File: src/common/frsr_pkg.sv
// Overview of operation
// [RULE1] Offset 7 reads input register only
// [RULE2] Legacy read drives only bit 7
// [RULE3] Bit 7 is inverted media change
// [RULE4] Alternate bit 0 low for fast rates
// [RULE5] Alternate bits 2:1 rate, hardware reset 250K
// [RULE6] Alternate bits 6:3 read as one
// [RULE7] Third bits 1:0 rate, reset 10
// [RULE8] Third bit 2 returns precomp disable
// [RULE9] Third bit 3 returns DMA gate
// [RULE10] Third bits 6:4 read as zero
// [RULE11] Write offset 7 loads rate config
// [RULE12] Host writes zero to reserved bits
// [RULE13] Precomp disable stored, no function
// [RULE14] Density pin high after hardware reset
// [RULE15] Status0 bits 7:6 give termination code
// [RULE16] Status0 bit 5 marks seek done
// [RULE17] Status0 bit 4 marks equipment fault
// [RULE18] Status0 bit 3 zero, head, drive
// [RULE19] Result phase presents status bytes
// [RULE20] Rate codes 500,300,250,1M kbps
// [RULE21] Mode input selects input register layout
package frsr_pkg;
    localparam logic [2:0] OFS_DIGITAL_INPUT = 3'h7;
    localparam logic [2:0] OFS_DATA          = 3'h5;
    localparam logic [1:0] RATE_500K         = 2'h0;
    localparam logic [1:0] RATE_300K         = 2'h1;
    localparam logic [1:0] RATE_250K         = 2'h2;
    localparam logic [1:0] RATE_1M           = 2'h3;
    localparam logic [1:0] RATE_RESET        = RATE_250K;
    localparam int         BIT_MEDIA         = 7;
    localparam int         BIT_PRECOMP       = 2;
    localparam int         BIT_DMA_GATE      = 3;
    localparam logic [3:0] ALT_ONES          = 4'hF;
    localparam logic [2:0] THIRD_ZEROS       = 3'h0;
    localparam logic [7:0] LEGACY_OE_MASK    = 8'h80;
    localparam logic [7:0] ALL_OE_MASK       = 8'hFF;
    localparam logic [1:0] TERM_NORMAL       = 2'h0;
    localparam logic [1:0] TERM_ABNORMAL     = 2'h1;
    localparam logic [1:0] TERM_INVALID      = 2'h2;
    localparam logic [1:0] TERM_POLLING      = 2'h3;

    typedef enum logic [1:0] {
        FRSR_MODE_LEGACY,
        FRSR_MODE_ALTERNATE,
        FRSR_MODE_THIRD,
        FRSR_MODE_SPARE
    } frsr_mode_type;

    typedef struct packed {
        logic [1:0] termination_code;
        logic       seek_done;
        logic       equipment_fault;
        logic       head;
        logic [1:0] drive_number;
    } frsr_status_type;

    typedef struct packed {
        logic       rd;
        logic       wr;
        logic [2:0] addr;
        logic [7:0] wdata;
    } frsr_bus_type;
endpackage

File: src/logic/frsr_top.sv
`timescale 1ns/100ps
module frsr_top (
    input  wire logic                      i_mclk,
    input  wire logic                      i_rst,
    input  wire logic                      i_ce,
    input  wire frsr_pkg::frsr_bus_type    i_bus,
    input  wire frsr_pkg::frsr_mode_type   i_mode,
    input  wire logic                      i_soft_reset,
    input  wire logic                      i_media_change_n,
    input  wire logic                      i_dma_gate_bit,
    input  wire logic                      i_result_valid,
    input  wire frsr_pkg::frsr_status_type i_result_status,
    output logic [7:0]                     o_data,
    output logic [7:0]                     o_data_oe_n,
    output logic [1:0]                     o_rate_select,
    output logic                           o_precomp_disable,
    output logic                           o_density_select_pin
);
    logic [1:0] rate_q, rate_d;
    logic       precomp_q, precomp_d;
    logic       dens_q, dens_d;
    logic [7:0] data_q, data_d;
    logic [7:0] oe_n_q, oe_n_d;
    logic [7:0] dir_data;
    logic [7:0] dir_oe;
    logic [7:0] status_byte;

    frsr_dir_mux u_dir (
        .i_mode           (i_mode),
        .i_rate           (rate_q),
        .i_precomp        (precomp_q),
        .i_dma_gate       (i_dma_gate_bit),
        .i_media_change_n (i_media_change_n),
        .o_data           (dir_data),
        .o_oe_mask        (dir_oe)
    );

    frsr_status_enc u_st (
        .i_status (i_result_status),
        .o_byte   (status_byte)
    );

    // Config register; soft reset leaves it alone
    always_comb begin
        rate_d    = rate_q;
        precomp_d = precomp_q;
        dens_d    = dens_q;
        if (i_bus.wr && i_bus.addr == frsr_pkg::OFS_DIGITAL_INPUT) begin
            rate_d = i_bus.wdata[1:0];                                    // RULE11 RULE20
            if (i_mode == frsr_pkg::FRSR_MODE_THIRD) begin
                precomp_d = i_bus.wdata[frsr_pkg::BIT_PRECOMP];           // RULE13
            end
            dens_d = (i_bus.wdata[1:0] == frsr_pkg::RATE_500K) ||
                     (i_bus.wdata[1:0] == frsr_pkg::RATE_1M);             // RULE14
        end
    end

    // Read path
    always_comb begin
        data_d = 8'h00;
        oe_n_d = 8'hFF;
        if (i_bus.rd && i_bus.addr == frsr_pkg::OFS_DIGITAL_INPUT) begin
            data_d = dir_data;                                            // RULE1
            oe_n_d = ~dir_oe;                                             // RULE2
        end else if (i_bus.rd && i_bus.addr == frsr_pkg::OFS_DATA &&
                     i_result_valid) begin
            data_d = status_byte;                                         // RULE19
            oe_n_d = 8'h00;
        end
    end

    always_ff @(posedge i_mclk or posedge i_rst) begin
        if (i_rst) begin
            rate_q    <= frsr_pkg::RATE_RESET;                            // RULE5 RULE7
            precomp_q <= 1'b0;                                            // RULE8
            dens_q    <= 1'b1;                                            // RULE14
            data_q    <= 8'h00;
            oe_n_q    <= 8'hFF;
        end else if (i_ce) begin
            rate_q    <= rate_d;
            precomp_q <= precomp_d;
            dens_q    <= dens_d;
            data_q    <= data_d;
            oe_n_q    <= oe_n_d;
        end
    end

    always_comb begin
        o_data               = data_q;
        o_data_oe_n          = oe_n_q;
        o_rate_select        = rate_q;
        o_precomp_disable    = precomp_q;
        o_density_select_pin = dens_q;
    end
endmodule

File: src/logic/frsr_status_enc.sv
`timescale 1ns/100ps
module frsr_status_enc (
    input  wire frsr_pkg::frsr_status_type i_status,
    output logic [7:0]                     o_byte
);
    always_comb begin
        o_byte = {i_status.termination_code,    // RULE15
                  i_status.seek_done,           // RULE16
                  i_status.equipment_fault,     // RULE17
                  1'b0,                          // RULE18
                  i_status.head,
                  i_status.drive_number};
    end
endmodule

File: src/logic/frsr_dir_mux.sv
`timescale 1ns/100ps
module frsr_dir_mux (
    input  wire frsr_pkg::frsr_mode_type i_mode,
    input  wire logic [1:0]              i_rate,
    input  wire logic                    i_precomp,
    input  wire logic                    i_dma_gate,
    input  wire logic                    i_media_change_n,
    output logic [7:0]                   o_data,
    output logic [7:0]                   o_oe_mask
);
    logic media_change_flag;
    logic low_rate_class_flag;

    always_comb begin
        media_change_flag   = ~i_media_change_n;                          // RULE3
        low_rate_class_flag = (i_rate == frsr_pkg::RATE_250K) ||
                              (i_rate == frsr_pkg::RATE_300K);            // RULE4
        o_data    = 8'h00;
        o_oe_mask = frsr_pkg::ALL_OE_MASK;
        unique case (i_mode) // RULE21
            frsr_pkg::FRSR_MODE_ALTERNATE: begin
                o_data = {media_change_flag, frsr_pkg::ALT_ONES,
                          i_rate, low_rate_class_flag};                   // RULE5 RULE6
            end
            frsr_pkg::FRSR_MODE_THIRD: begin
                o_data = {media_change_flag, frsr_pkg::THIRD_ZEROS,
                          i_dma_gate, i_precomp, i_rate};                 // RULE7 RULE8 RULE9 RULE10
            end
            default: begin
                o_data    = {media_change_flag, 7'h00};
                o_oe_mask = frsr_pkg::LEGACY_OE_MASK;                     // RULE2
            end
        endcase
    end
endmodule

File: config.mk
export PLATFORM = sky130hd
export DESIGN_NAME = frsr_top
export DESIGN_NICKNAME = d
export VERILOG_FILES = /design/src/common/frsr_pkg.sv /design/src/logic/frsr_top.sv /design/src/logic/frsr_status_enc.sv /design/src/logic/frsr_dir_mux.sv
export SDC_FILE = /design/constraint.sdc
export NUM_CORES = 1
export LEC_CHECK = 0
export ABC_AREA = 1
export BUFFER_PORTS_ARGS = -buffer_cell sky130_fd_sc_hd__buf_2
export CAP_MARGIN = 25
export CORE_AREA = 10 10 67 69
export DETAILED_ROUTE_END_ITERATION = 12
export DIE_AREA = 0 0 77 79
export PLACE_DENSITY = 0.74
export RECOVER_POWER = 25
export SETUP_SLACK_MARGIN = 0.02
export SYNTH_ARGS = -nofsm -noshare
export SYNTH_HDL_FRONTEND = slang
export SYNTH_HIERARCHICAL = 1
export SYNTH_SLANG_ARGS = --single-unit
File: constraint.sdc
create_clock -name i_mclk -period 1 [get_ports i_mclk]
set_input_delay 0.05 -clock i_mclk [delete_from_list [all_inputs] [get_ports i_mclk]]
set_output_delay 0.05 -clock i_mclk [all_outputs]
set_load 0.01 [all_outputs]
==> results of run 1 <==
Yosys cell counts (2+ instances only):
| master | count |
|---|---|
| nand2_1 | 90 |
| inv_1 | 25 |
| buf_4 | 18 |
| nand2_2 | 11 |
| dfrtp_1 | 10 |
| dfstp_2 | 10 |
| nor2_1 | 6 |
| o21ai_0 | 4 |
| a21oi_1 | 3 |
| ha_1 | 3 |
| nand3_1 | 3 |
| clkbuf_8 | 2 |
| conb_1 | 2 |
| nand2_4 | 2 |
layout by cell type (no fill, tap or decap):
cell	synthesis	final
clkbuf_4	0	3
ha_1	3	3
buf_2	0	32
buf_12	0	2
nor2_4	1	1
nand3_1	3	3
nand2_2	11	12
conb_1	2	2
a21oi_1	3	2
o21ai_0	4	4
buf_4	18	8
nor2_8	1	1
xor2_1	1	1
clkbuf_1	0	1
dfstp_2	10	10
nor2_1	6	6
dfrtp_1	10	10
nand2_4	2	2
buf_6	1	10
clkbuf_2	0	1
nand4_1	1	1
nand2_1	90	89
inv_2	1	1
a21oi_2	0	1
dlygate4sd3_1	0	4
inv_1	25	25
worst max-delay path: cells and delay by family, from the launching register on:
| family | cells | cell delay [ps] |
|---|---|---|
| DFF | 1 | 580 |
| and+or+nand+nor | 8 | 510 |
layout make-up:
| cell class | count | area (µm²) |
|---|---|---|
| Sequential cell | 20 | 513 |
| Fill cell | 320 | 1520 |
| Multi-Input combinational cell | 128 | 599 |
| Tap cell | 46 | 57.6 |
| Inverter | 26 | 97.6 |
| Clock buffer | 4 | 26.3 |
| Timing Repair Buffer | 57 | 418 |
cell families (layout without fill, tap and decap cells):
kind of cell               after synthesis  in the layout
DFF                                     20             20
AOI/OAI and AO/OA                        7              7
buffers and inverters                   48             87
xor gates and xnor gates                 1              1
and+or+nand+nor                        115            115
other                                    2              2
adders and majority gates                3              3
where the power goes:
part           internal [mW]  switching (mW)
logic                  0.257           0.260
registers              0.910          0.0556
clock network          0.155           0.239
total                   1.32           0.554
routing by layer:
metal	track usage	vias up
li1	-	630
met3	0.0191	4
met4	0.0420	0
met1	0.117	506
met5	0	-
met2	0.180	30
worst min-delay path by stage:
| stage | endpoint | slack (ps) | start | cells after the start |
|---|---|---|---|---|
| after floorplan | o_data[0]$_DFFE_PP0P_ | 6 | i_rst | 1 |
| after global placement | o_data[7]$_DFFE_PP0P_ | 80 | i_rst | 3 |
| after detailed placement | o_data[7]$_DFFE_PP0P_ | 80 | i_rst | 3 |
| after CTS | o_data[6]$_DFFE_PP0P_ | 20 | i_result_status[5] | 5 |
| after global routing | o_data[6]$_DFFE_PP0P_ | 50 | i_result_status[5] | 5 |
| final | o_data[6]$_DFFE_PP0P_ | 30 | i_result_status[5] | 5 |
state kept, by name, summed over array words and instances (netlist names):
register and cells:
o_data_oe_n 8, o_precomp_disable 1, o_density_select_pin 1, o_rate_select 2, o_data 8
what timing repair did:
action / 4_1_cts / 5_1_grt
setup endpoints to repair: 13 / 14
cloned: 0 / 0
hold endpoints to repair: 15 / 0
hold buffers: 4 / 0
pin swaps: 4 / 3
resized for setup: 10 / 1
setup buffers: 1 / 0
metrics by stage:
stage	utilization	instance area [µm²]	TNS [ps]	hold WS, ps
after floorplan	-	1400	-130	6.42
after global placement	0.487	1580	-519	82.1
after detailed placement	0.487	1580	-685	84.4
after CTS	0.530	1710	-515	20.2
after global routing	0.530	1710	-937	49.4
final	0.530	1710	-419	28.7
==> out/results.env, run 1 <==
SYNTHDOMINANTAREACELLTYPE='nand2_1'
SYNTH.TOP_CELLS.BY_AREA='nand2_1 (24%), dfstp_2 (19%), dfrtp_1 (18%), buf_4 (9.7%), inv_1 (6.7%)'
TOTAL_OF_ENDPOINTS_WITH_NEGATIVE_SETUP_SLACK_IN_THE_FINAL_REPORT=5
WIRE_LENGTH_OF_THE_FIRST_GLOBAL_ROUTING_PASS_UM=5290
CLOCK_SKEW_PS=8.93
FINAL_LAYOUT_SIZE_SUFFIX_GT1_FRAC=0.357
DETAIL_ROUTE.WL_PER_CELL_UM=10.4
WORSTREGTOREGCELLS=8
CLK-INSERTION-DELAY-LATE_PS=300
MAPPEDNETLISTAREA_MM2=0.00139
CORE_AREA_MM2=0.00323
PLACEMENT.IO_BUFFERS=42
STARTING_DENSITY_OF_THE_CORE=0.431
MAXIMUM_FANOUT_ALONG_THE_WORST_PATH=4
SYNTH_XOR_AREA_FRAC=0.00629
GRT.TOTAL_USAGE=0.101
VDD_DROP_MAX_uV=529
FIN_CRIT_SH=1.14
REPORT.FINAL.SLEW_VIOL_COUNT=0
SYNTH_TOP_FAMILY_BY_AREA='simple AND/OR/NAND/NOR gates'
CRITICAL_PATH.ENDPOINT_TYPE='flop'
FP.DIEAREA_MM2=0.00608
FINAL_HPWL_FROM_DETAILED_PLACEMENT_UM=2350
SYNTH-ADDER-AREA-SHARE=0.0270
ASYNC_SR_FLOP_FRACTION=1.00
DETAIL_ROUTE.ITER0.VIOLATIONS=26
CP.REQUIRED_PS=1240
SETUP.WORST_PATH.START_CLASS='flop'
POSTSYNTHNETCOUNT=228
DRV_CAP=0
FINAL_CELLS=281
CLOCK_TREE.ROOT_CELL='clkbuf_4'
GP_CONGESTION=0.778
CP_COMMON_CELL='nand2_1'
YOSYS.AREA.TOP_TYPE_SHARE=0.243
LAYOUT_SETUP_WS_PS=-139
WL_UM=2920
WORSTSETUPENDPOINT='o_data[0]$_DFFE_PP0P_'
FAILED_CHECKS='setup timing'
POSTSYNTHAREAPERCELL_UM2=7.11
INITIAL_ANTENNA_VIOLATION_COUNT=0
SYNTH-SIMPLE-AREA-SHARE=0.362
GRT_MAX_DEGREE=21
TIMING.REG2REG.SETUP_SLACK_PS=-140
CRIT_PATH_FROM='o_rate_select[1]$_DFFE_PP1P_'
GRT_SETUP_UNREPAIRED='true'
CTS-ROOT-TO-SINK-BUFFERS=2
SYNTHESIS.INSTANCES=196
DRC_ERRORS=0
CRIT-REG2REG-LAUNCH='o_rate_select[1]$_DFFE_PP1P_'
MAXIMUM_CLOCK_RATE_MHz=878
DRT_FIRST_PASS_ITERS=4
FLOORPLAN.ROWS=21
AREA_GROWTH_PCT=22.9
IO_PINS=49
CLKSLEWWORSTSETUPHOLDPATHS_PS=120
GLOBALROUTEOVERFLOWTOTAL=0
TIMING.HOLD.WORST.CLASS='input port to flop'
CTS_HTREE_LEVELS=1
PLACED_INSTANCES=272
DR_TOP_LAYER='met4'
CRIT_CHAIN='nand2_2, nand2_1, nand2_1, nor2_1, nand2_2, nand2_1, nand2_1, nand2_1'
SYNTH.AREA.MUX_SHARE=0
REG2REG_TO='o_data[0]$_DFFE_PP0P_'
SYNTH_AREA_IN_COMPOUND_GATES=0.0252
DISTINCT_CELLS_SYNTH=21
WORST_PATH_ARRIVAL_TIME_PS=1370
TIMING.FINAL.CRIT_PERIOD_PS=1140
LEAKAGEPOWER_nW=1.01
FLIP_FLOP_CELL_WITH_THE_HIGHEST_COUNT_AFTER_SYNTHESIS='dfstp_2'
FINALNETCOUNT=268
SYNTH_SEQUENTIAL_AREA_RATIO=0.368
CLOCK-SINKS=20
ROUTE.VIAS.TOTAL=1170
ANTENNADIODECOUNT=0
SLOWEST_DELAY_PS=580
SETUP.WORST_PATH.CLASS='flop to flop'
WL_MET1_UM=1350
WORST_PATH_MAX_DELAY_CELL='dfstp_2'
SYNTH_SEQ_CELLS=20
PRECTSSETUPSLACK_PS=-101
RUN_STATUS='complete, but fails checks'
DIE_H_UM=79
CTS-BUFFERS-INSERTED=3
CTS_TREE='yes'
TOTAL_POWER_mW=1.88
DRT.ANTENNA.VIOLATING_NETS=0
POST_DETAILED_ROUTE_VIA_TO_CELL_RATIO=4.16
POWER_DENSITY_mW_PER_MM2=1100
MET3_ROUTED_WIRELENGTH_UM=107
DETAILROUTE.WIRELENGTH.MET2_UM=1410
SYNTH_WARNINGS=6
DIE_X_UM=77
NUMBER_OF_GLOBAL_ROUTE_VIAS_BEFORE_REPAIR=1236
FINALHOLDVIOLCOUNT=0
NUMBER_OF_SYNTHESIZED_FLOPS_WITH_AN_ENABLE_PIN=0
Note: power is estimated with default switching activity, not from simulation.
==> inputs of run 2 (changes only) <==
--- a/config.mk
+++ b/config.mk
@@ -8,10 +8,10 @@
 export ABC_AREA = 1
 export BUFFER_PORTS_ARGS = -buffer_cell sky130_fd_sc_hd__buf_2
 export CAP_MARGIN = 25
-export CORE_AREA = 10 10 67 69
+export CORE_AREA = 10 10 62 64
 export DETAILED_ROUTE_END_ITERATION = 12
-export DIE_AREA = 0 0 77 79
-export PLACE_DENSITY = 0.74
+export DIE_AREA = 0 0 72 74
+export PLACE_DENSITY = 0.84
 export RECOVER_POWER = 25
 export SETUP_SLACK_MARGIN = 0.02
 export SYNTH_ARGS = -nofsm -noshare
==> constraint.sdc (replaced) <==
create_clock -name i_mclk -period 1.46 [get_ports i_mclk]
set_input_delay 0.073 -clock i_mclk [delete_from_list [all_inputs] [get_ports i_mclk]]
set_output_delay 0.073 -clock i_mclk [all_outputs]
set_load 0.005 [all_outputs]
==> out/results.env, run 2 (synthesized netlist as in run 1, its figures left out) <==
WL_UM=2730  # was 2920 µm
CORE_AREA_MM2=0.00266  # was 0.00323 mm²
DRC_ERRORS=0  # unchanged
CTS-ROOT-TO-SINK-BUFFERS=2  # unchanged
AREA_GROWTH_PCT=8.18  # was 22.9%
GRT_MAX_DEGREE=21  # unchanged
IO_PINS=49  # unchanged
FILLCELLCOUNT=279  # was 320
FINALNETCOUNT=257  # was 268
MAXIMUM_CLOCK_RATE_MHz=830  # was 878 MHz
GRT_SETUP_UNREPAIRED='false'  # was true
SETUP.WORST_PATH.CLASS='flop to flop'  # unchanged
NUMBER_OF_GLOBAL_ROUTE_VIAS_BEFORE_REPAIR=1061  # was 1,236
GRT.TOTAL_USAGE=0.101  # about the same
DETAIL_ROUTE.WL_PER_CELL_UM=10.7  # was 10.4 µm
REPORT.FINAL.SLEW_VIOL_COUNT=0  # unchanged
DIE_X_UM=72  # was 77 µm
WORSTSETUPENDPOINT='o_data[0]$_DFFE_PP0P_'  # unchanged
WORST_PATH_MAX_DELAY_CELL='dfstp_2'  # unchanged
CLK-INSERTION-DELAY-LATE_PS=290  # was 300 ps
FIN_CRIT_SH=0.825  # was 1.14
MAXIMUM_FANOUT_ALONG_THE_WORST_PATH=5  # was 4
PLACEMENT.IO_BUFFERS=42  # unchanged
REG2REG_TO='o_data[0]$_DFFE_PP0P_'  # unchanged
TIMING.REG2REG.SETUP_SLACK_PS=260  # was -140 ps
FINALHOLDVIOLCOUNT=0  # unchanged
CRITICAL_PATH.ENDPOINT_TYPE='flop'  # unchanged
INITIAL_ANTENNA_VIOLATION_COUNT=0  # unchanged
FINAL_COMMON_CELL='nand2_1'  # unchanged
LAYOUT_COMMON_CELLS='nand2_1 (90), buf_2 (41), inv_1 (25), nand2_2 (11)'  # was nand2_1 (89), buf_2 (32), inv_1 (25), nand2_2 (12)
POST_DETAILED_ROUTE_VIA_TO_CELL_RATIO=4.40  # was 4.16
DETAIL_ROUTE.ITER0.VIOLATIONS=48  # was 26
FP.DIEAREA_MM2=0.00533  # was 0.00608 mm²
DIE_H_UM=74  # was 79 µm
DRT_FIRST_PASS_ITERS=4  # unchanged
CTS-RESIZED-GATES=0  # was 10
RUN_STATUS='finished clean'  # was complete, but fails checks
CLOCK_TREE.ROOT_CELL='clkbuf_4'  # unchanged
CTS_HTREE_LEVELS=1  # unchanged
CLOCK-SINKS=20  # unchanged
VDD_DROP_MAX_uV=693  # was 529 µV
CP_COMMON_CELL='nand2_1'  # unchanged
WORSTREGTOREGCELLS=8  # unchanged
TIMING.HOLD.WORST_PATH_DEPTH=3  # was 5
ROUTE.VIAS.TOTAL=1123  # was 1,170
TOTAL_OF_ENDPOINTS_WITH_NEGATIVE_SETUP_SLACK_IN_THE_FINAL_REPORT=0  # was 5
TNS_PS=0  # was -419 ps
DRV_CAP=0  # unchanged
DRT.ANTENNA.VIOLATING_NETS=0  # unchanged
POWER_DENSITY_mW_PER_MM2=805  # was 1100 mW/mm²
TIMING.HOLD.WORST.CLASS='input port to flop'  # unchanged
CRIT_CHAIN='nand2_1, nand2_1, nand2_1, nor2_1, nand2_2, nand2_1, nand2_1, nand2_1'  # was nand2_2, nand2_1, nand2_1, nor2_1, nand2_2, nand2_1, nand2_1, nand2_1
GP_CONGESTION=0.767  # was 0.778
LEAKAGEPOWER_nW=0.917  # was 1.01 nW
ANTENNADIODECOUNT=0  # unchanged
WIRE_LENGTH_OF_THE_FIRST_GLOBAL_ROUTING_PASS_UM=4480  # was 5290 µm
CRIT_PATH_FROM='o_rate_select[1]$_DFFE_PP1P_'  # unchanged
TOTAL_POWER_mW=1.21  # was 1.88 mW
TIMING.FINAL.CRIT_PERIOD_PS=1200  # was 1140 ps
CTS-BUFFERS-INSERTED=3  # unchanged
STDCELL_AREA_MM2=0.00151  # was 0.00171 mm²
STARTING_DENSITY_OF_THE_CORE=0.523  # was 0.431
FINAL_LAYOUT_SIZE_SUFFIX_GT1_FRAC=0.326  # was 0.357
SLEW_AT_THE_PIN_CLOSEST_TO_ITS_MAX_SLEW_LIMIT_PS=834
SETUP.WORST_PATH.START_CLASS='flop'  # unchanged
CP.REQUIRED_PS=1700  # was 1240 ps
DPL_CELL_AREA_MM2=0.00147  # was 0.00158 mm²
FLOORPLAN.ROWS=19  # was 21
CLKSLEWWORSTSETUPHOLDPATHS_PS=110  # was 120 ps
WORST_SLEW_MARGIN_REL=0.443
WORST_PATH_ARRIVAL_TIME_PS=1440  # was 1370 ps
CRIT-REG2REG-LAUNCH='o_rate_select[1]$_DFFE_PP1P_'  # unchanged
CTS_TREE='yes'  # unchanged
FINAL_HPWL_FROM_DETAILED_PLACEMENT_UM=2200  # was 2350 µm
CLOCK_SKEW_PS=2.83  # was 8.93 ps
GLOBALROUTEOVERFLOWTOTAL=0  # unchanged
SLOWEST_DELAY_PS=570  # was 580 ps
## run 2: cell types whose count changed in the layout (fill, tap and decap cells not counted)
cell,change
dlygate4sd3_1,-2
nor2_8,-1
buf_2,+9
a21oi_1,+1
clkbuf_8,+1
a21oi_2,-1
buf_12,-2
nand2_1,+1
nor2_2,+1
buf_6,-10
nand2_2,-1
buf_4,-7
## run 2: area by class of cell
cell class / instances / area [µm²] / share of cell area
tap: 31 / 38.8 / 0.0257
multi-input combinational: 128 / 579 / 0.385
inverter: 26 / 97.6 / 0.0648
clock buffer: 4 / 36.3 / 0.0241
sequential: 20 / 513 / 0.341
timing repair buffer: 46 / 241 / 0.160
## run 2: power by group
group	total [mW]	internal [mW]	switching, mW
logic	0.252	0.107	0.145
registers	0.654	0.622	0.0317
clock network	0.306	0.152	0.154
total	1.21	0.881	0.331
## run 2: routing by layer
| layer | track usage | vias to the layer above | share of wire |
|---|---|---|---|
| met4 | 0.0452 | 0 | 0.013 |
| met2 | 0.179 | 29 | 0.50 |
| met1 | 0.116 | 481 | 0.43 |
| li1 | - | 611 | - |
| met5 | 0 | - | 0 |
| met3 | 0.0186 | 2 | 0.055 |
## run 2: worst min-delay path by stage
stage                     startpoint                            end
final                       i_bus[2]  o_precomp_disable$_DFFE_PP0P_
after floorplan                i_rst          o_data[0]$_DFFE_PP0P_
after CTS                   i_bus[2]  o_precomp_disable$_DFFE_PP0P_
after global routing        i_bus[2]  o_precomp_disable$_DFFE_PP0P_
after detailed placement       i_rst          o_data[2]$_DFFE_PP0P_
after global placement         i_rst          o_data[7]$_DFFE_PP0P_
## run 2: metrics by stage
stage	std cells	hold slack (ps)	utilization	worst slack, ps
after floorplan	196	29.4	-	393
after global placement	249	101	0.551	237
after detailed placement	249	107	0.551	181
after CTS	255	22.1	0.572	284
after global routing	255	26.5	0.566	162
final	255	27.5	0.566	255
## run 2: worst max-delay path: cells and delay by family, from the launching register on
family | cells | cell delay (ps)
flops | 1 | 570
simple gates | 8 | 580
## run 2: repair_timing
| action | CTS | global route |
|---|---|---|
| hold buffers | 2 | 0 |
| hold endpoints to repair | 11 | 0 |
| setup buffers | 0 | 0 |
==> inputs of run 3 (changes only) <==
--- a/config.mk
+++ b/config.mk
@@ -8,10 +8,10 @@
 export ABC_AREA = 1
 export BUFFER_PORTS_ARGS = -buffer_cell sky130_fd_sc_hd__buf_2
 export CAP_MARGIN = 25
-export CORE_AREA = 10 10 62 64
+export CORE_AREA = 10 10 67 69
 export DETAILED_ROUTE_END_ITERATION = 12
-export DIE_AREA = 0 0 72 74
-export PLACE_DENSITY = 0.84
+export DIE_AREA = 0 0 77 79
+export PLACE_DENSITY = 0.74
 export RECOVER_POWER = 25
 export SETUP_SLACK_MARGIN = 0.02
 export SYNTH_ARGS = -nofsm -noshare
==> constraint.sdc (replaced) <==
create_clock -name i_mclk -period 1.01 [get_ports i_mclk]
set_input_delay 0.0505 -clock i_mclk [delete_from_list [all_inputs] [get_ports i_mclk]]
set_output_delay 0.0505 -clock i_mclk [all_outputs]
set_load 0.005 [all_outputs]
==> out/results.env, run 3 (synthesized netlist as in run 1, its figures left out) <==
CTS_HTREE_LEVELS=1  # unchanged
TOTAL_POWER_mW=1.84  # was 1.21 mW
STDCELL_AREA_MM2=0.00168  # was 0.00151 mm²
TIMING.HOLD.WORST_PATH_DEPTH=5  # was 3
CLOCK_TREE.ROOT_CELL='clkbuf_4'  # unchanged
WORSTHOLDSTART='i_result_status[4]'  # was i_bus[2]
AREA_GROWTH_PCT=20.9  # was 8.18%
DRV_CAP=0  # unchanged
WORSTREGTOREGCELLS=8  # unchanged
MIN_DELAY_WORST_ENDPOINT='o_data[5]$_DFFE_PP0P_'  # was o_precomp_disable$_DFFE_PP0P_
FINAL_HPWL_FROM_DETAILED_PLACEMENT_UM=2370  # was 2200 µm
DETAIL_ROUTE.WL_PER_CELL_UM=10.9  # was 10.7 µm
MAXIMUM_FANOUT_ALONG_THE_WORST_PATH=4  # was 5
TNS_PS=-394  # was 0 ps
CRIT_PATH_FROM='o_rate_select[1]$_DFFE_PP1P_'  # unchanged
DIE_H_UM=79  # was 74 µm
CP.REQUIRED_PS=960  # was 1700 ps
ROUTE.VIAS.TOTAL=1168  # was 1,123
DETAIL_ROUTE.ITER0.VIOLATIONS=67  # was 48
POST_DETAILED_ROUTE_VIA_TO_CELL_RATIO=4.19  # was 4.40
CTS-BUFFERS-INSERTED=3  # unchanged
VDD_DROP_MAX_uV=565  # was 693 µV
WORST_PATH_ARRIVAL_TIME_PS=1100  # was 1440 ps
GRT.TOTAL_USAGE=0.105  # was 0.101
REG2REG_TO='o_data[0]$_DFFE_PP0P_'  # unchanged
FINAL_LAYOUT_SIZE_SUFFIX_GT1_FRAC=0.356  # was 0.326
CRITICAL_PATH.ENDPOINT_TYPE='primary output'  # was flop
DRC_ERRORS=0  # unchanged
CLK-INSERTION-DELAY-LATE_PS=310  # was 290 ps
LAYOUT_COMMON_CELLS='nand2_1 (89), buf_2 (35), inv_1 (25), nand2_2 (12)'  # was nand2_1 (90), buf_2 (41), inv_1 (25), nand2_2 (11)
REPORT.FINAL.SLEW_VIOL_COUNT=0  # unchanged
FLOORPLAN.ROWS=21  # was 19
CTS_TREE='yes'  # unchanged
GRT_SETUP_UNREPAIRED='true'  # was false
WL_UM=3030  # was 2730 µm
CLOCK_SKEW_PS=13.0  # was 2.83 ps
MAXIMUM_CLOCK_RATE_MHz=866
PLACEMENT.IO_BUFFERS=42  # unchanged
DRT_FIRST_PASS_ITERS=4  # unchanged
CTS-ROOT-TO-SINK-BUFFERS=2  # unchanged
CLOCK-SINKS=20  # unchanged
SETUP.WORST_PATH.CLASS='flop to primary output'  # was flop to flop
CLKSLEWWORSTSETUPHOLDPATHS_PS=120  # was 110 ps
FP.DIEAREA_MM2=0.00608  # was 0.00533 mm²
NUMBER_OF_GLOBAL_ROUTE_VIAS_BEFORE_REPAIR=1162  # was 1,061
DRT.ANTENNA.VIOLATING_NETS=0  # unchanged
CORE_AREA_MM2=0.00323  # was 0.00266 mm²
TIMING.HOLD.WORST.CLASS='input port to flop'  # unchanged
FIN_CRIT_SH=1.14
PRECTSSETUPSLACK_PS=-87.3  # was 181 ps
ANTENNADIODECOUNT=0  # unchanged
INITIAL_ANTENNA_VIOLATION_COUNT=0  # unchanged
POWER_DENSITY_mW_PER_MM2=1090  # was 805 mW/mm²
DPL_CELL_AREA_MM2=0.00156  # was 0.00147 mm²
FAILED_CHECKS='setup timing'
CRIT-REG2REG-LAUNCH='o_rate_select[1]$_DFFE_PP1P_'  # unchanged
TIMING.FINAL.CRIT_PERIOD_PS=1150
FINALHOLDVIOLCOUNT=0  # unchanged
TIMING.REG2REG.SETUP_SLACK_PS=-130  # was 260 ps
TOTAL_OF_ENDPOINTS_WITH_NEGATIVE_SETUP_SLACK_IN_THE_FINAL_REPORT=4  # was 0
DIE_X_UM=77  # was 72 µm
LEAKAGEPOWER_nW=0.999  # was 0.917 nW
IO_PINS=49  # unchanged
SETUP.WORST_PATH.START_CLASS='flop'  # unchanged
GRT_MAX_DEGREE=21  # unchanged
FINALNETCOUNT=266  # was 257
WIRE_LENGTH_OF_THE_FIRST_GLOBAL_ROUTING_PASS_UM=5320  # was 4480 µm
GLOBALROUTEOVERFLOWTOTAL=0  # unchanged
FINAL_COMMON_CELL='nand2_1'  # unchanged
RUN_STATUS='complete, but fails checks'  # was finished clean
LAYOUT_SETUP_WS_PS=-145  # was 255 ps
STARTING_DENSITY_OF_THE_CORE=0.431  # was 0.523
GP_CONGESTION=0.781  # was 0.767
run 3: worst max-delay path by stage:
stage                                 end  slack [ps]  depth (start not counted)
detailed placement  o_data[0]$_DFFE_PP0P_         -90                          8
global placement    o_data[0]$_DFFE_PP0P_         -60                          8
global route        o_data[0]$_DFFE_PP0P_        -220                          8
finish                   o_rate_select[1]        -140                          2
CTS                 o_data[0]$_DFFE_PP0P_        -150                          8
floorplan           o_data[0]$_DFFE_PP0P_         -30                          8
run 3: per-layer routing:
metal | track usage | part of all wire | up-vias
met2 | 0.175 | 0.47 | 35
met3 | 0.0304 | 0.065 | 5
met4 | 0.0493 | 0.021 | 0
met1 | 0.122 | 0.45 | 495
li1 | - | - | 633
met5 | 0 | 0 | -
run 3: power breakdown:
| part | switching [mW] | total (mW) | internal, mW |
|---|---|---|---|
| Clock | 0.253 | 0.407 | 0.154 |
| Combinational | 0.236 | 0.475 | 0.239 |
| Sequential | 0.0533 | 0.954 | 0.900 |
| Total | 0.542 | 1.84 | 1.29 |
run 3: metrics by stage:
stage                     hold slack [ps]  instances  utilization
after CTS                            5.75        278        0.515
after global routing                 28.4        279        0.521
after floorplan                      6.92        196            -
final                                20.2        279        0.521
after detailed placement             88.9        270        0.482
after global placement               82.7        270        0.482
run 3: critical path: stages (launching register included):
cell     delay, ps
dfstp_2        600
buf_6          110
buf_6           90
run 3: what timing repair did:
action,in CTS,in global routing
endpoints found under the setup margin,13,14
hold endpoints to repair,15,0
setup buffers,0,1
pin swaps,0,4
gates cloned,0,0
resized for setup,7,4
hold buffers,4,0
run 3: cell type report:
cell class	instances	area (µm²)
Clock buffer	4	26.3
Fill cell	337	1550
Inverter	26	97.6
Multi-Input combinational cell	128	602
Sequential cell	20	513
Tap cell	46	57.6
Timing Repair Buffer	55	388
